### config.mk
export PLATFORM = sky130hd
export DESIGN_NAME = self_program_flash_control
export DESIGN_NICKNAME = d
export VERILOG_FILES = /design/src/core/flash_ctrl_pkg.sv /design/src/core/flash_op_timer.sv /design/src/core/flash_write_latches.sv /design/src/core/self_program_flash_control.sv
export VERILOG_INCLUDE_DIRS = /design/src /design/src/core
export SDC_FILE = /design/constraint.sdc
export NUM_CORES = 1
export LEC_CHECK = 0
export ABC_AREA = 1
export BUFFER_PORTS_ARGS = -buffer_cell sky130_fd_sc_hd__clkbuf_2
export CORE_MARGIN = 10
export CORE_UTILIZATION = 50
export DETAILED_ROUTE_END_ITERATION = 6
export HOLD_SLACK_MARGIN = 0.08
export PLACE_DENSITY = 0.69
export SYNTH_ARGS = -nofsm -noshare
export SYNTH_HDL_FRONTEND = slang
export SYNTH_SLANG_ARGS = --single-unit
### constraint.sdc
create_clock -name core_clk -period 15 [get_ports core_clk]
set_input_delay 0.75 -clock core_clk [delete_from_list [all_inputs] [get_ports core_clk]]
set_output_delay 0.75 -clock core_clk [all_outputs]
set_load 0.005 [all_outputs]
### src/core/flash_ctrl_map.svh
// Register offsets, field positions, reset values and timing counts of the flash controller
`ifndef FLASH_CTRL_MAP_SVH
`define FLASH_CTRL_MAP_SVH

`define ADDR_LOW_OFS 8'h00
`define ADDR_HIGH_OFS 8'h04
`define DATA_LOW_OFS 8'h08
`define DATA_HIGH_OFS 8'h0C
`define CTRL_OFS 8'h10
`define KEY_OFS 8'h14
`define IRQ_STATUS_OFS 8'h18
`define IRQ_MASK_OFS 8'h1C

`define CTRL_RD 0
`define CTRL_WR 1
`define CTRL_WRITE_ENABLE 2
`define CTRL_WRITE_ERROR_FLAG 3
`define CTRL_ERASE 4
`define CTRL_LATCH_ONLY 5
`define CTRL_CONFIG_SPACE_SELECT 6

`define IRQ_DONE 0
`define IRQ_REJECT 1
`define IRQ_WRITE_ERROR_FLAG 2
`define IRQ_MASK_RST 3'h0

`define UNLOCK_KEY1 8'h55
`define UNLOCK_KEY2 8'hAA
`define LATCH_ERASED 14'h3FFF
`define WP_QUARTER 15'h0200
`define WP_HALF 15'h0400

`define CLK_PERIOD_NS 100
`define WRITE_TIME_NS 2000000
`define WRITE_CYCLES ((`WRITE_TIME_NS + `CLK_PERIOD_NS - 1) / `CLK_PERIOD_NS)
`define INSTR_CLKS 4
`define READ_STALL_INSTR 2

`endif

### src/core/flash_ctrl_pkg.sv
// Types shared by the flash controller modules
package flash_ctrl_pkg;

	typedef enum logic [2:0] {ST_IDLE, ST_READ, ST_PROG, ST_WAIT} op_state_e;

	typedef struct packed {
		logic        rd;
		logic        erase;
		logic        prog;
		logic        cfg;
		logic [14:0] addr;
		logic [13:0] wdata;
	} mem_req_s;

	typedef struct packed {
		logic        ap_valid;
		logic        ap_write;
		logic [7:0]  ap_addr;
		logic [31:0] hrdata;
		logic [14:0] addr;
		logic [13:0] data;
		logic        rd;
		logic        wr;
		logic        write_enable;
		logic        write_error_flag;
		logic        erase;
		logic        latch_only;
		logic        config_space_select;
		logic [1:0]  key_stage;
		op_state_e   op;
		logic [3:0]  idx;
		logic [1:0]  stall_cnt;
		logic [2:0]  irq_status;
		logic [2:0]  irq_mask;
		logic        boot_seen;
		logic        cp_active;
		mem_req_s    mem;
		logic        timer_start;
		logic        lat_we;
		logic        lat_clr;
	} ctl_state_s;

endpackage : flash_ctrl_pkg

### src/core/flash_op_timer.sv
// Self-timed erase/write timer and instruction-cycle enable divider
`timescale 1ns/1ps
`include "flash_ctrl_map.svh"
module flash_op_timer #(
	parameter int WRITE_CYCLES = `WRITE_CYCLES
) (
	// Clock and reset
	input  wire logic core_clk,
	input  wire logic rst_n,
	// Control
	input  wire logic start,
	output logic      busy,
	output logic      done,
	output logic      instr_tick
);
	typedef struct packed {
		logic [15:0] cnt;
		logic        busy;
		logic        done;
		logic [1:0]  div;
	} tmr_s;

	tmr_s s;
	tmr_s n;

	// Count down the write time; software has no say in its length
	always_comb begin
		n = s;
		n.done = 1'b0;
		n.div = (s.div == 2'(`INSTR_CLKS - 1)) ? 2'h0 : s.div + 2'h1;
		if (start) begin
			n.busy = 1'b1;
			n.cnt = 16'(WRITE_CYCLES - 1);
		end else if (s.busy) begin
			if (s.cnt == 16'h0000) begin
				n.busy = 1'b0;
				n.done = 1'b1;
			end else begin
				n.cnt = s.cnt - 16'h0001;
			end
		end
	end

	always_ff @(posedge core_clk or negedge rst_n) begin
		if (!rst_n) begin
			s <= '0;
		end else begin
			s <= n;
		end
	end

	assign busy = s.busy;
	assign done = s.done;
	assign instr_tick = (s.div == 2'(`INSTR_CLKS - 1));

endmodule : flash_op_timer

### src/core/flash_write_latches.sv
// Sixteen hidden 14-bit write latches, loaded only through the data pair
`timescale 1ns/1ps
`include "flash_ctrl_map.svh"
module flash_write_latches (
	// Clock and reset
	input  wire logic        core_clk,
	input  wire logic        rst_n,
	// Load side
	input  wire logic        we,
	input  wire logic [3:0]  wr_idx,
	input  wire logic [13:0] wr_data,
	input  wire logic        clr,
	// Drain side
	input  wire logic [3:0]  rd_idx,
	output logic      [13:0] rd_data
);
	typedef struct packed {
		logic [15:0][13:0] word;
	} lat_s;

	lat_s s;
	lat_s n;

	// Latches return to the erased pattern after each row write
	always_comb begin
		n = s;
		if (clr) begin
			n.word = {16{`LATCH_ERASED}};
		end else if (we) begin
			n.word[wr_idx] = wr_data;
		end
	end

	always_ff @(posedge core_clk or negedge rst_n) begin
		if (!rst_n) begin
			s <= {16{`LATCH_ERASED}};
		end else begin
			s <= n;
		end
	end

	assign rd_data = s.word[rd_idx];

endmodule : flash_write_latches

### src/core/self_program_flash_control.sv
// Self-programming flash controller: AHB-Lite registers, read, row erase and row write sequencer
// Function
// Data pair holds 14-bit word, read and write
// Address pair forms 15-bit program address
// Address reaches any word of 32K space
// Erase and write timed by internal timer
// Code protect blocks external programmer only
// Only bulk erase removes code protection
// Write protect range refuses self erase/write
// Strobes set by software, cleared by hardware
// Writes need write enable, cleared at reset
// Reset during write sets write error flag
// Key port is write-only, reads zero
// Unlock sequence required before any write
// Rows of 16 words; row is erase unit
// Sixteen 14-bit latches filled via data pair
// Firmware saves row before partial rewrite
// Firmware clears config select before reads
// Read stalls two instruction slots
// Processor stalled during timed erase/write
//
// Decided for this implementation: the register offsets and the AHB-Lite slave port.
`timescale 1ns/1ps
`include "flash_ctrl_map.svh"
module self_program_flash_control #(
	parameter int WRITE_CYCLES = `WRITE_CYCLES
) (
	// Clock and reset
	input  wire logic                      core_clk,
	input  wire logic                      rstn,
	// AHB-Lite slave
	input  wire logic                      hsel,
	input  wire logic [31:0]               haddr,
	input  wire logic [1:0]                htrans,
	input  wire logic                      hwrite,
	input  wire logic [2:0]                hsize,
	input  wire logic [31:0]               hwdata,
	input  wire logic                      hready,
	output logic                           hreadyout,
	output logic                           hresp,
	output logic      [31:0]               hrdata,
	// Flash array
	output flash_ctrl_pkg::mem_req_s       mem_req,
	input  wire logic [13:0]               mem_rdata,
	// Configuration and programmer side
	input  wire logic                      code_protect,
	input  wire logic [1:0]                write_protect_range,
	input  wire logic                      ext_bulk_erase,
	input  wire logic                      write_aborted,
	output logic                           ext_access_block,
	output logic                           write_in_progress,
	// Processor
	output logic                           cpu_stall,
	output logic                           irq
);
	flash_ctrl_pkg::ctl_state_s s;
	flash_ctrl_pkg::ctl_state_s n;
	logic [1:0]  rst_sync;
	logic        rst_n;
	logic [2:0]  ev;
	logic [13:0] lat_rdata;
	logic        tmr_busy;
	logic        tmr_done;
	logic        instr_tick;

	// Write protection decode: 11 none, 10 lowest quarter, 01 lower half, 00 whole array
	function automatic logic wp_hit(input logic [1:0] range, input logic [14:0] a);
		case (range)
			2'b11: wp_hit = 1'b0;
			2'b10: wp_hit = (a < `WP_QUARTER);
			2'b01: wp_hit = (a < `WP_HALF);
			default: wp_hit = 1'b1;
		endcase
	endfunction : wp_hit

	// Reset release through two flops
	always_ff @(posedge core_clk or negedge rstn) begin
		if (!rstn) begin
			rst_sync <= 2'b00;
		end else begin
			rst_sync <= {rst_sync[0], 1'b1};
		end
	end
	assign rst_n = rst_sync[1];

	flash_op_timer #(
		.WRITE_CYCLES(WRITE_CYCLES)
	) u_timer (
		.core_clk  (core_clk),
		.rst_n     (rst_n),
		.start     (s.timer_start),
		.busy      (tmr_busy),
		.done      (tmr_done),
		.instr_tick(instr_tick)
	);

	flash_write_latches u_latches (
		.core_clk(core_clk),
		.rst_n   (rst_n),
		.we      (s.lat_we),
		.wr_idx  (s.addr[3:0]),
		.wr_data (s.data),
		.clr     (s.lat_clr),
		.rd_idx  (s.idx),
		.rd_data (lat_rdata)
	);

	// Bus access, sequencer and interrupt status in one next-state block
	always_comb begin
		n = s;
		ev = 3'h0;
		n.mem.rd = 1'b0;
		n.mem.erase = 1'b0;
		n.mem.prog = 1'b0;
		n.timer_start = 1'b0;
		n.lat_we = 1'b0;
		n.lat_clr = 1'b0;
		// Address phase: only word transfers are expected
		if (hready) begin
			n.ap_valid = hsel & htrans[1];
			n.ap_write = hwrite;
			n.ap_addr = haddr[7:0];
		end
		// Data phase of a read: one wait state loads hrdata from flops
		if (s.ap_valid && !s.ap_write) begin
			n.ap_valid = 1'b0;
			case (s.ap_addr)
				`ADDR_LOW_OFS: n.hrdata = {24'h000000, s.addr[7:0]};
				`ADDR_HIGH_OFS: n.hrdata = {25'h0000000, s.addr[14:8]};
				`DATA_LOW_OFS: n.hrdata = {24'h000000, s.data[7:0]};
				`DATA_HIGH_OFS: n.hrdata = {26'h0000000, s.data[13:8]};
				`CTRL_OFS: n.hrdata = {25'h0000000, s.config_space_select, s.latch_only, s.erase, s.write_error_flag, s.write_enable, s.wr, s.rd};
				`KEY_OFS: n.hrdata = 32'h00000000;
				`IRQ_STATUS_OFS: n.hrdata = {29'h00000000, s.irq_status};
				`IRQ_MASK_OFS: n.hrdata = {29'h00000000, s.irq_mask};
				default: n.hrdata = 32'h00000000;
			endcase
		end
		// Data phase of a write; any write other than the key breaks the unlock sequence
		if (s.ap_valid && s.ap_write) begin
			if (s.ap_addr != `KEY_OFS) begin
				n.key_stage = 2'h0;
			end
			case (s.ap_addr)
				`ADDR_LOW_OFS: n.addr[7:0] = hwdata[7:0];
				`ADDR_HIGH_OFS: n.addr[14:8] = hwdata[6:0];
				`DATA_LOW_OFS: n.data[7:0] = hwdata[7:0];
				`DATA_HIGH_OFS: n.data[13:8] = hwdata[5:0];
				`KEY_OFS: begin
					if (hwdata[7:0] == `UNLOCK_KEY1) begin
						n.key_stage = 2'h1;
					end else if (s.key_stage == 2'h1 && hwdata[7:0] == `UNLOCK_KEY2) begin
						n.key_stage = 2'h2;
					end else begin
						n.key_stage = 2'h0;
					end
				end
				`IRQ_STATUS_OFS: n.irq_status = s.irq_status & ~hwdata[2:0];
				`IRQ_MASK_OFS: n.irq_mask = hwdata[2:0];
				`CTRL_OFS: begin
					n.key_stage = 2'h0;
					n.write_enable = hwdata[`CTRL_WRITE_ENABLE];
					n.write_error_flag = hwdata[`CTRL_WRITE_ERROR_FLAG];
					if (s.op == flash_ctrl_pkg::ST_IDLE) begin
						n.erase = hwdata[`CTRL_ERASE];
						n.latch_only = hwdata[`CTRL_LATCH_ONLY];
						n.config_space_select = hwdata[`CTRL_CONFIG_SPACE_SELECT];
					end
					// Writing zero to a strobe has no effect
					if (hwdata[`CTRL_RD] && s.op == flash_ctrl_pkg::ST_IDLE) begin
						n.rd = 1'b1;
						n.op = flash_ctrl_pkg::ST_READ;
						n.stall_cnt = 2'h0;
						n.mem.rd = 1'b1;
						n.mem.addr = s.addr;
						n.mem.cfg = hwdata[`CTRL_CONFIG_SPACE_SELECT];
					end else if (hwdata[`CTRL_WR] && s.op == flash_ctrl_pkg::ST_IDLE) begin
						if (s.key_stage != 2'h2 || !hwdata[`CTRL_WRITE_ENABLE]) begin
							ev[`IRQ_REJECT] = 1'b1;
						end else if (hwdata[`CTRL_LATCH_ONLY] && !hwdata[`CTRL_ERASE]) begin
							n.lat_we = 1'b1;
						end else if (wp_hit(write_protect_range, s.addr)) begin
							ev[`IRQ_REJECT] = 1'b1;
						end else if (hwdata[`CTRL_ERASE]) begin
							n.wr = 1'b1;
							n.op = flash_ctrl_pkg::ST_WAIT;
							n.mem.erase = 1'b1;
							n.mem.addr = {s.addr[14:4], 4'h0};
							n.mem.cfg = 1'b0;
							n.timer_start = 1'b1;
						end else begin
							n.wr = 1'b1;
							n.lat_we = 1'b1;
							n.op = flash_ctrl_pkg::ST_PROG;
							n.idx = 4'h0;
						end
					end
				end
				default: begin
				end
			endcase
		end
		// Sequencer
		case (s.op)
			flash_ctrl_pkg::ST_READ: begin
				if (s.mem.rd) begin
					n.data = mem_rdata;
				end
				if (instr_tick) begin
					n.stall_cnt = s.stall_cnt + 2'h1;
					if (s.stall_cnt == 2'(`READ_STALL_INSTR - 1)) begin
						n.rd = 1'b0;
						n.op = flash_ctrl_pkg::ST_IDLE;
						ev[`IRQ_DONE] = 1'b1;
					end
				end
			end
			flash_ctrl_pkg::ST_PROG: begin
				// Load latch settles one cycle, then stream all sixteen latches to the row
				if (!s.lat_we) begin
					n.mem.prog = 1'b1;
					n.mem.cfg = 1'b0;
					n.mem.addr = {s.addr[14:4], s.idx};
					n.mem.wdata = lat_rdata;
					n.idx = s.idx + 4'h1;
					if (s.idx == 4'hF) begin
						n.op = flash_ctrl_pkg::ST_WAIT;
						n.timer_start = 1'b1;
						n.lat_clr = 1'b1;
					end
				end
			end
			flash_ctrl_pkg::ST_WAIT: begin
				if (tmr_done) begin
					n.wr = 1'b0;
					n.op = flash_ctrl_pkg::ST_IDLE;
					ev[`IRQ_DONE] = 1'b1;
				end
			end
			default: begin
			end
		endcase
		// Boot: catch strap and aborted-write report after reset release
		if (!s.boot_seen) begin
			n.boot_seen = 1'b1;
			n.cp_active = ~code_protect;
			if (write_aborted) begin
				n.write_error_flag = 1'b1;
				ev[`IRQ_WRITE_ERROR_FLAG] = 1'b1;
			end
		end
		if (ext_bulk_erase) begin
			n.cp_active = 1'b0;
		end
		// Hardware set wins over a same-cycle software clear
		n.irq_status = n.irq_status | ev;
	end

	always_ff @(posedge core_clk or negedge rst_n) begin
		if (!rst_n) begin
			s <= '0;
			s.op <= flash_ctrl_pkg::ST_IDLE;
			s.irq_mask <= `IRQ_MASK_RST;
		end else begin
			s <= n;
		end
	end

	// Outputs
	assign hreadyout = ~(s.ap_valid & ~s.ap_write);
	assign hresp = 1'b0;
	assign hrdata = s.hrdata;
	assign mem_req = s.mem;
	assign ext_access_block = s.cp_active;
	assign write_in_progress = (s.op == flash_ctrl_pkg::ST_PROG) || (s.op == flash_ctrl_pkg::ST_WAIT);
	assign cpu_stall = (s.op != flash_ctrl_pkg::ST_IDLE);
	assign irq = |(s.irq_status & s.irq_mask);

	// Helper: write-start attempt in the current data phase
	logic wr_try;
	assign wr_try = s.ap_valid & s.ap_write & (s.ap_addr == `CTRL_OFS) & hwdata[`CTRL_WR]
		& (s.op == flash_ctrl_pkg::ST_IDLE);

	property p_key_reads_zero;
		@(posedge core_clk) disable iff (!rst_n)
		(s.ap_valid && !s.ap_write && s.ap_addr == `KEY_OFS) |=> (hrdata == 32'h00000000);
	endproperty
	a_key_reads_zero: assert property (p_key_reads_zero) else $error("key port read not zero");

	property p_no_unlock_no_write;
		@(posedge core_clk) disable iff (!rst_n)
		(wr_try && s.key_stage != 2'h2) |=> (!s.wr && s.irq_status[`IRQ_REJECT]);
	endproperty
	a_no_unlock_no_write: assert property (p_no_unlock_no_write) else $error("write ran without unlock");

	property p_write_enable_needed;
		@(posedge core_clk) disable iff (!rst_n)
		(wr_try && !hwdata[`CTRL_WRITE_ENABLE]) |=> !s.wr;
	endproperty
	a_write_enable_needed: assert property (p_write_enable_needed) else $error("write ran with write enable clear");

	property p_wr_held;
		@(posedge core_clk) disable iff (!rst_n)
		(s.op == flash_ctrl_pkg::ST_WAIT && !tmr_done) |=> s.wr;
	endproperty
	a_wr_held: assert property (p_wr_held) else $error("write strobe cleared early");

	property p_timed_wait;
		@(posedge core_clk) disable iff (!rst_n)
		s.timer_start |=> (tmr_busy && !tmr_done) [*8];
	endproperty
	a_timed_wait: assert property (p_timed_wait) else $error("timer ended too soon");

	property p_erase_row;
		@(posedge core_clk) disable iff (!rst_n)
		s.mem.erase |-> (s.mem.addr[3:0] == 4'h0 && s.op == flash_ctrl_pkg::ST_WAIT);
	endproperty
	a_erase_row: assert property (p_erase_row) else $error("erase not row aligned");

	property p_protected;
		@(posedge core_clk) disable iff (!rst_n)
		(s.mem.erase || s.mem.prog) |-> !wp_hit(write_protect_range, s.mem.addr);
	endproperty
	a_protected: assert property (p_protected) else $error("protected area altered");

	property p_read_stall;
		@(posedge core_clk) disable iff (!rst_n)
		s.mem.rd |-> cpu_stall [*5] ##[1:8] !s.rd;
	endproperty
	a_read_stall: assert property (p_read_stall) else $error("read stall wrong length");

	property p_busy_stall;
		@(posedge core_clk) disable iff (!rst_n)
		tmr_busy |-> (cpu_stall && s.wr);
	endproperty
	a_busy_stall: assert property (p_busy_stall) else $error("processor ran during timed write");

	property p_boot_write_error_flag;
		@(posedge core_clk) disable iff (!rst_n)
		(!s.boot_seen && write_aborted) |=> (s.write_error_flag && s.irq_status[`IRQ_WRITE_ERROR_FLAG]);
	endproperty
	a_boot_write_error_flag: assert property (p_boot_write_error_flag) else $error("aborted write not flagged");

endmodule : self_program_flash_control

==> metrics.md, run 1 <==
| Metric | Value |
|---|---|
| Routed Antenna Nets | 0 |
| Ys async rst share | 100% |
| Fin. max-slew vios | 0 |
| Place WS | 11.91 ns |
| Detailed-route via count | 13300 |
| Initial core utilization | 50.4% |
| Clock latency on the worst-skew pair | 0.54 ns |
| Total GRT Usage | 20.1% |
| Critical setup path kind | reg -> reg |
| Syn_area_per_cell | 8.76 um2 |
| Shortest period the worst path allows | approximately 3.2 ns |
| Crit path max fanout | 70 |
| Setup TNS | 0 ns |
| Synth top area share | 33.9% |
| Final number of hold-violating endpoints | 0 |
| First-pass DRT Iterations | 7 |
| Sequential share of the synthesized area | 52.7% |
| Synth warnings | 0 |
| Layout cells sized above 1 | 25.3% |
| Post-DP HPWL | 27100 um |
| Max_cap viols | 0 |
| TritonCTS buffer count | 39 |
| Vias in the first global route | 13200 |
| Die height | approximately 210 um |
| DIE AREA | 42600 um2 |
| First-pass GRT wire length | 69500 um |
| Pwr dens | 112 nW/um2 |
| Reg2Reg Depth | 8 |
| Vias per cell | 5.38 |
| FF-to-FF End | mem_req[3] |
| Worst slew pin tran | around 1.3 ns |
| Top post-synthesis cells by area | dfstp_2 (34%), dfrtp_1 (19%), nor2_1 (9.1%), nand2_1 (5.9%), o21ai_0 (5.5%) |
| Slew HR | 15.7% |
| Core area | 34500 um2 |
| Max Freq | 314 MHz |
| Internal reg-to-reg setup slack | ~12 ns |
| Clock skew | 0.0239 ns |
| Initial drt markers | 1111 |
| Initial antenna violation count | 0 |
| Dpl cell area | 17600 um2 |
| Overflow after GRT | 0 |
| Hold Crit Start | rst_sync[0] |
| Clock Path Buffers | 3 |
| TritonCTS clock tree | built |
| Post-route DRC | 1 |
| RSZ-0062 raised after global routing | no |
| Static leakage power | 8.20 nW |
| Total power | 2.11 mW |
| Reg clk slew, reported paths | 0.06 ns |
| Area growth from synthesis to layout | 8.39% |
| Cell row count | 68 |
| N_diodes | 0 |
| Worst EP arrival | 3.64 ns |
| Post-Synthesis Cells | 1983 |
| Hold endpoint | rst_sync[1] |
| Hold Crit Class | reg -> reg |
| Setup Viol. Count Final | 0 |
| CP Capture Type | flip-flop |
| Crit start category | flip-flop |
| Die width | roughly 210 um |
| Mapped cell area | 17400 um2 |
| Number of synthesized register bits | 355 |
| GPL Wtd Cong | 0.950 |
| Failing checks | DRC |
| CTS sink cnt | 355 |
| Most used flip-flop cell after synthesis | dfstp_2 |
| H-Tree Depth | 2 |
| Post-DR wirelength/cell | approximately 17 um |
| Root buf cell | clkbuf_16 |
| Final instance area | approximately 19000 um2 |
| Number of synthesized flops with an enable pin | 0 |
| Worst Path Required | 15.46 ns |
| WL final | around 43000 um |
| Fin Hold WS | roughly 0.36 ns |
| Nets@finish | 2084 |
| VDD IR max | 0.0000756 V |
| Fin crit share | between 20% and 30% |
| Largest net degree at the start of global routing | 171 |
| Post CTS Setup Buffer Count | 0 |
| # port buffers | 86 |
| Boundary pin count | roughly 160 |
| Cell taking the most area after synthesis | dfstp_2 |
| Worst Slack Setup Final | 11.81 ns |
| Status | finished with violations |
| Hold path depth | 0 |
| R2r startpoint | s[46] |
| Unique masters post-synth | 42 |
-- layout by cell type, fill, tap and decap left out, types with 2 or more instances in the layout --
cell type	instances
o22ai_1	8
clkbuf_1	13
clkbuf_2	86
xor2_1	9
conb_1	27
clkinv_2	3
a21oi_1	159
buf_4	29
ha_1	4
inv_1	85
dfstp_2	224
o31ai_4	16
dfrtp_1	128
or2_2	3
inv_6	3
inv_2	12
a21oi_2	60
dfrtp_4	2
nor2_1	420
a31oi_1	14
nand4_1	9
nor4_1	3
clkbuf_16	39
clkinv_1	2
o211ai_1	29
mux2_2	4
clkbuf_8	10
nor3_1	7
nor2_2	9
o21ai_0	190
o221ai_1	21
nand3_1	85
nand2_2	3
nand2_1	275
o21ai_1	11
-- report_power, final --
part,switching [mW],internal [mW]
Sequential,0.0311,1.03
Clock,0.378,0.549
Combinational,0.0890,0.0394
Total,0.498,1.61
-- layout make-up --
type                       count  area (um2)
clock inverter                 8        80.1
inverter                     100         378
tap                          455         569
sequential                   355        9170
clock buffer                  62        1160
multi-input combinational   1374        6800
fill                        3155       15600
timing repair buffer         117         678
-- per-stage QoR --
step | util, % | cells
finish | 54.7 | 2471
global route | 54.7 | 2471
detailed placement | 51.0 | 2400
floorplan | - | 2008
global placement | 51.0 | 2400
CTS | 54.7 | 2471
-- logic make-up (layout without fill, tap and decap cells) --
group           after synthesis  in the layout  share of synthesized area, %
simple gates                817            817                          18.8
compound gates              512            512                          18.6
flops                       355            355                          52.7
buf+inv                     279            287                          8.70
xor+xnor                     10             10                         0.504
fa+ha+maj                     4              4                         0.288
mux                           4              4                         0.259
other cells                   2             27                        0.0432
-- cell usage after synthesis, types with 2 or more instances --
cell	n
a21oi_1	159
a21oi_2	60
a31oi_1	14
buf_1	3
buf_2	25
buf_4	70
buf_6	21
clkbuf_1	59
clkinv_1	2
conb_1	2
dfrtp_1	131
dfstp_2	224
ha_1	4
inv_1	86
inv_2	11
mux2_2	4
nand2_1	275
nand2_2	3
nand3_1	85
nand4_1	9
nor2_1	420
nor2_2	9
nor3_1	7
nor4_1	3
o211ai_1	29
o21ai_0	190
o21ai_1	11
o221ai_1	21
o22ai_1	8
o31ai_4	16
or2_2	3
xor2_1	9
-- worst max-delay path by stage --
stage | from | endpoint | slack [ns] | cells past startpoint
after floorplan | rst_sync[1] | ext_access_block | 4.76 | 0
after global placement | s[46] | mem_req[2] | 11.93 | 8
after detailed placement | s[46] | mem_req[3] | 11.91 | 8
after CTS | s[46] | mem_req[2] | 11.86 | 8
after global routing | s[46] | mem_req[3] | 11.64 | 8
final | s[46] | mem_req[3] | 11.81 | 8
-- worst max-delay path, cell delays in order (launching register included) --
cell	delay, ns
dfrtp_4	0.73
inv_2	0.73
buf_4	0.75
o21ai_0	0.24
o211ai_1	0.15
nand3_1	0.14
nand2_1	0.16
nand2_1	0.07
nand2_1	0.06
-- registers in the layout (all words and copies together) (netlist names) --
name / flops
mem_req: 33
u_timer.busy: 1
u_timer.s: 18
s: 67
u_timer.done: 1
rst_sync: 2
u_latches.s: 224
hrdata: 8
ext_access_block: 1
-- routing by layer --
metal	vias to the layer above	share of wire, %	global-route usage (%)
met4	0	2.1	5.26
met1	6386	45	26.5
met5	-	0	0
li1	6497	-	-
met2	361	47	33.4
met3	58	5.6	3.51
-- repair_timing --
action                                  4_1_cts  5_1_grt
endpoints found under the setup margin        0        0
hold buffers                                  1        0
resized for setup                             0        0
hold endpoints to repair                      2        0
Note: power is estimated with default switching activity, not from simulation.
==> inputs of run 2 (changes only) <==
- ABC_AREA: 1 -> 0
- PLACE_DENSITY: 0.69 -> 0.71
- clock period: 15 -> 2.7 ns (I/O delays scaled with it)
==> run 2 against run 1 <==
Compared with the run above:
- the flow now finishes without violations
- fmax increased by 22%
- worst setup slack got worse by 12 ns
- critical endpoint is now s[73]
- final cell count decreased by 2.8%
- synthesized cell count decreased by 6.9%
==> metrics.md, run 2 <==
| Metric | Value |
|---|---|
| Post-Route Utilization | 57.7% |
| Die height | roughly 210 um |
| TritonCTS clock tree | built |
| Crit start category | flip-flop |
| First-pass DRT Iterations | 5 |
| Slew HR | a little over a third |
| Overflow after GRT | 0 |
| Vias in the first global route | 14800 |
| Max reg flops | ~220 |
| Sequential share of the synthesized area | 49.3% |
| Post-Synthesis Cells | between 1500 and 2000 |
| Crit-path cells | or3_1 > nor4_4 > mux2i_1 > o21ai_1 > dlygate4sd3_1 |
| Clock power frac | 45.7% |
| Crit path max fanout | 6 |
| FF-to-FF End | s[73] |
| Reg clk slew, reported paths | 0.06 ns |
| N_diodes | 0 |
| Status | completed |
| Critical setup path kind | reg -> reg |
| Ys async rst share | 100% |
| VDD IR max | 0.000442 V |
| Unique masters post-synth | 74 |
| Worst EP arrival | 3.03 ns |
| Comb power frac | between 6 and 7% |
| Number of synthesized flops with an enable pin | 0 |
| Final number of hold-violating endpoints | 0 |
| TritonCTS buffer count | 39 |
| Shortest period the worst path allows | 2.61 ns |
| Hold path depth | 2 |
| Synth top area share | 31.6% |
| Clock Path Buffers | 3 |
| Clock skew | 0.0268 ns |
| Synth warnings | 0 |
| Part of the power in registers | 47.5% |
| Initial antenna violation count | 0 |
| CP Capture Type | flip-flop |
| DIE AREA | 45300 um2 |
| WL final | 54000 um |
| Pwr dens | ~570 nW/um2 |
| Sw Share | approximately a quarter |
| Area growth from synthesis to layout | 13.8% |
| Initial core utilization | 50.7% |
| Hold Crit Class | in -> reg |
| Top post-synthesis cells by area | dfstp_2 (32%), dfrtp_1 (18%), nand2_1 (11%), nand3b_1 (9.1%), mux4_2 (7.6%) |
| Top reg by flops | u_latches.s |
| Post-DR wirelength/cell | approximately 22 um |
| Initial drt markers | roughly 1600 |
| GPL Wtd Cong | 0.884 |
| Most frequent cell after synthesis | nand2_1 |
| Root buf cell | clkbuf_16 |
| Cell taking the most area after synthesis | dfstp_2 |
| Syn_area_per_cell | between 10 and 15 um2 |
| Fin crit share | 96.8% |
| Core area | 36700 um2 |
| Number of synthesized register bits | 355 |
| Internal reg-to-reg setup slack | 0.09 ns |
| Internal | 9.15 mW |
| Vias per cell | 6.14 |
| Placed cell count | around 2300 |
| Max_cap viols | 0 |
| Layout cells sized above 1 | 29.7% |
| CTS sink cnt | 355 |
| Synth top cells by count | nand2_1 (521), nand3b_1 (225), dfstp_2 (224) |
| Commonest non-fill, non-tap cell in the layout | nand2_1 |
| Post-route DRC | 0 |
| Most used flip-flop cell after synthesis | dfstp_2 |
| Die width | between 200 and 250 um |
| Routed Antenna Nets | 0 |
| Reg2Reg Depth | 5 |
| Post-DP HPWL | 34300 um |
| Most frequent cells in the layout | nand2_1 (521), nand3b_1 (225), dfstp_2 (224) |
| Hold Crit Start | hwdata[4] |
| Cell row count | 70 |
| First-pass GRT wire length | 85400 um |
| H-Tree Depth | 2 |
| Net Switching | 2.88 mW |
| Total GRT Usage | 23.9% |
| Detailed-route via count | 14800 |
| Nets@finish | 2002 |
| Fin. max-slew vios | 0 |
| R2r startpoint | s[128] |
| Post-CTS sizing | 0 |
| Setup TNS | 0 ns |
| Non-Filler Instances | 2403 |
| Boundary pin count | 164 |
| Clock latency on the worst-skew pair | 0.55 ns |
| Worst slew pin tran | between 0.9 and 1 ns |
| Static leakage power | 8.73 nW |
| Max incr delay on CP | approximately 0.64 ns |
| Hold endpoint | s[1] |
| Max Freq | about 380 MHz |
| Setup Viol. Count Final | 0 |
| # port buffers | 86 |
| Mapped cell area | 18600 um2 |
| Worst Path Required | 3.12 ns |
| Largest net degree at the start of global routing | 95 |
| CP max stage cell | nor4_4 |
==> run 2: timing repair <==
item	in CTS	in global routing
setup buffers	0	3
hold endpoints to repair	48	0
hold buffers	51	0
setup endpoints to repair	0	1
==> run 2: critical path, delay by kind of cell (launching register included) <==
kind / cells / cell delay, ns
buf+inv: 1 / 0.57
flops: 1 / 0.42
mux: 1 / 0.28
compound gates: 1 / 0.07
simple gates: 2 / 1.17
==> run 2: per-layer routing <==
metal  GRT usage (%)  up-vias  part of all wire (%)
li1                -     6462                     -
met4            8.74        0                   3.5
met1            31.9     7528                    41
met3            4.06      132                   7.5
met2            38.5      629                    48
met5               0        -                     0
==> run 2: worst max path at each step <==
| stage | from | to | depth (start not counted) |
|---|---|---|---|
| after floorplan | rst_sync[1] | ext_access_block | 0 |
| after global placement | u_timer.s[4] | u_timer.s[16] | 6 |
| after CTS | s[128] | s[65] | 5 |
| after global routing | s[128] | s[73] | 5 |
| final | s[128] | s[73] | 5 |
| after detailed placement | u_timer.s[4] | u_timer.s[16] | 6 |
==> run 2: final cells by class <==
class / count / area [um2]
Tap cell: 468 / 586
Multi-Input combinational cell: 1272 / 8360
Clock buffer: 52 / 1110
Sequential cell: 355 / 9180
Inverter: 24 / 90.1
Fill cell: 3047 / 15500
Timing Repair Buffer: 213 / 1640
Clock inverter: 19 / 209
==> run 2: cell families (layout without fill, tap and decap cells) <==
logic type / after synthesis / in the layout / share of synthesized area (%)
adders and majority gates: 4 / 4 / 0.269
xor gates and xnor gates: 3 / 3 / 0.141
muxes: 127 / 127 / 11.3
other: 2 / 27 / 0.0404
buffers and inverters: 245 / 308 / 6.43
and+or+nand+nor: 954 / 954 / 26.2
AOI/OAI and AO/OA: 157 / 157 / 6.34
DFF: 355 / 355 / 49.3
==> run 2: per-stage QoR <==
step | power, mW | hold WS, ns | worst slack [ns] | area [um2]
final | 12.0 | 0.102 | 0.0859 | 21200
after global routing | 12.4 | 0.111 | -0.0345 | 21200
after CTS | 12.1 | 0.0835 | 0.0174 | 21100
after detailed placement | 6.52 | -0.0767 | 0.450 | 19300
after global placement | 6.49 | -0.0774 | 0.543 | 19300
after floorplan | 6.26 | -0.161 | -0.682 | 18700
==> run 2: power groups by stage <==
stage	Clock [mW]	Sequential, mW	Combinational (mW)
CTS	5.55	5.70	0.811
global placement	0	5.77	0.720
global route	5.78	5.72	0.901
finish	5.50	5.71	0.820
floorplan	0	5.75	0.506
detailed placement	0	5.78	0.742
==> inputs of run 3 (changes only) <==
==> constraint.sdc (replaced) <==
create_clock -name core_clk -period 2.7 [get_ports core_clk]
set_input_delay 0.27 -clock core_clk [delete_from_list [all_inputs] [get_ports core_clk]]
set_output_delay 0.27 -clock core_clk [all_outputs]
set_load 0.005 [all_outputs]
==> run 3 against run 2 <==
Compared with the run above:
- non-clock buffer count fell by 19
- via count down 1.7%
- clock power is 7.8% lower
- register-to-register slack better by 0.31 ns
- final cell count down 0.96%
- fmax is 14% higher
==> metrics.md, run 3 (synthesis gave the netlist of run 2 again) <==
| Metric | Value |
|---|---|
| Status | completed |
| Post-CTS sizing | 0 |
| H-Tree Depth | 2 |
| Internal reg-to-reg setup slack | 0.40 ns |
| Clock Path Buffers | 3 |
| TritonCTS buffer count | 39 |
| Worst slew pin tran | 1.01 ns |
| VDD IR max | 0.000411 V |
| Nets@finish | 1983 |
| Clock latency on the worst-skew pair | 0.54 ns |
| Setup Viol. Count Final | 0 |
| Pwr dens | 555 nW/um2 |
| Register area | slightly above 9000 um2 |
| RSZ-0062 raised after global routing | no |
| CTS sink cnt | 355 |
| Root buf cell | clkbuf_16 |
| TritonCTS clock tree | built |
| Most frequent cells in the layout | nand2_1 (521), nand3b_1 (225), dfstp_2 (224) |
| Max Freq | roughly 430 MHz |
| Top reg by flops | u_latches.s |
| Die height | 213 um |
| Clock skew | 0.0209 ns |
| Area growth from synthesis to layout | 12.0% |
| Delay-heaviest family, CP | simple AND/OR/NAND/NOR gates |
| Slew HR | about 33% |
| Worst Path Required | ~3.2 ns |
| Filler Cells Inserted | 3035 |
| Crit path max fanout | 7 |
| Final number of hold-violating endpoints | 0 |
| Initial core utilization | between 50 and 60% |
| Die width | approximately 210 um |
| Layout cells sized above 1 | 29.6% |
| First-pass DRT Iterations | 5 |
| Crit-path cells | nor3_1 > nand4_1 > a2111oi_0 > mux2i_1 |
| Fin. max-slew vios | 0 |
| Initial antenna violation count | 1 |
| Fin Hold WS | 0.119 ns |
| First-pass GRT wire length | 85100 um |
| CP Capture Type | flip-flop |
| Total power | 11.6 mW |
| Vias in the first global route | 14600 |
| Post-DP HPWL | between 30000 and 40000 um |
| Max reg flops | 224 |
| Static leakage power | 8.57 nW |
| Max incr delay on CP | 0.66 ns |
| Routed Antenna Nets | 0 |
| Buf/Inv on CP | 0 |
| DIE AREA | 45300 um2 |
| Core area | 36700 um2 |
| Boundary pin count | 164 |
| N_diodes | 0 |
| WL final | 53800 um |
| Total GRT Usage | 23.9% |
| Largest net degree at the start of global routing | approximately 140 |
| Commonest non-fill, non-tap cell in the layout | nand2_1 |
| Worst EP arrival | between 2 and 3 ns |
| Post-DR wirelength/cell | 22.6 um |
| Cell row count | 70 |
| Critical setup path kind | reg -> reg |
| Hold Crit Class | in -> reg |
| CP max stage cell | a2111oi_0 |
| Multi-input logic area | 8360 um2 |
| Shortest period the worst path allows | 2.30 ns |
| Crit start category | flip-flop |
| Fin crit share | 85.2% |
| # port buffers | 86 |
| Reg clk slew, reported paths | 0.06 ns |
| Initial drt markers | between 1500 and 2000 |
| GPL Wtd Cong | 0.909 |
| Post-route DRC | 0 |
| Overflow after GRT | 0 |
| Vias per cell | 6.09 |
| Detailed-route via count | approximately 14000 |
| Max_cap viols | 0 |
run 3: changes by cell type in the layout (fill, tap and decap cells not counted), sizes merged:
cell,previous run,this run
clkinv,13,5
clkinvlp,1,0
dlygate4sd3,51,31
bufinv,4,1
buf,76,77
clkbuf,138,146
run 3: what timing repair did:
action                    4_1_cts  5_1_grt
hold buffers                   31        0
hold endpoints to repair       30        0
setup buffers                   0        0
run 3: power breakdown:
| part | internal [mW] | switching (mW) | leakage, nW |
|---|---|---|---|
| Combinational | 0.328 | 0.463 | 4.09 |
| Sequential | 5.53 | 0.184 | 3.90 |
| Clock | 2.93 | 2.14 | 0.580 |
run 3: worst paths after layout:
path	depth (start not counted)	end	start
worst min-delay path	2	s[79]	hwdata[3]
worst min register to register	0	u_timer.s[10]	rst_sync[1]
max in group asynchronous	1	u_latches.s[9]	rst_sync[1]
min in group asynchronous	0	u_timer.s[10]	rst_sync[1]
worst max register to register	4	u_timer.s[13]	u_timer.s[8]
worst max-delay path	4	u_timer.s[13]	u_timer.s[8]
run 3: metrics by stage:
stage / util, % / std cells / setup slack [ns] / area (um2) / TNS, ns
after global routing: 56.8 / 2380 / 0.261 / 20800 / 0
after floorplan: - / 1872 / -0.682 / 18700 / -87.92
final: 56.8 / 2380 / 0.400 / 20800 / 0
after detailed placement: 52.7 / 2282 / 0.458 / 19300 / 0
after CTS: 56.8 / 2380 / 0.459 / 20800 / 0
after global placement: 52.7 / 2282 / 0.560 / 19300 / 0
run 3: layer usage:
layer	GRT usage, %	vias up	part of all wire (%)	wire, um
li1	-	6405	-	-
met1	32.5	7363	41	22300
met2	37.9	619	47	25500
met3	4.18	110	8.0	4290
met4	8.30	2	3.2	1700
met5	0	-	0.020	11
run 3: layout make-up:
type	instances	area share (%)
inverters	24	0.432
multi-input cells	1272	40.1
clock buffers	60	5.35
well taps	468	2.81
flip-flops and latches	355	44.0
clock inverters	7	0.306
repair buffers	194	6.93
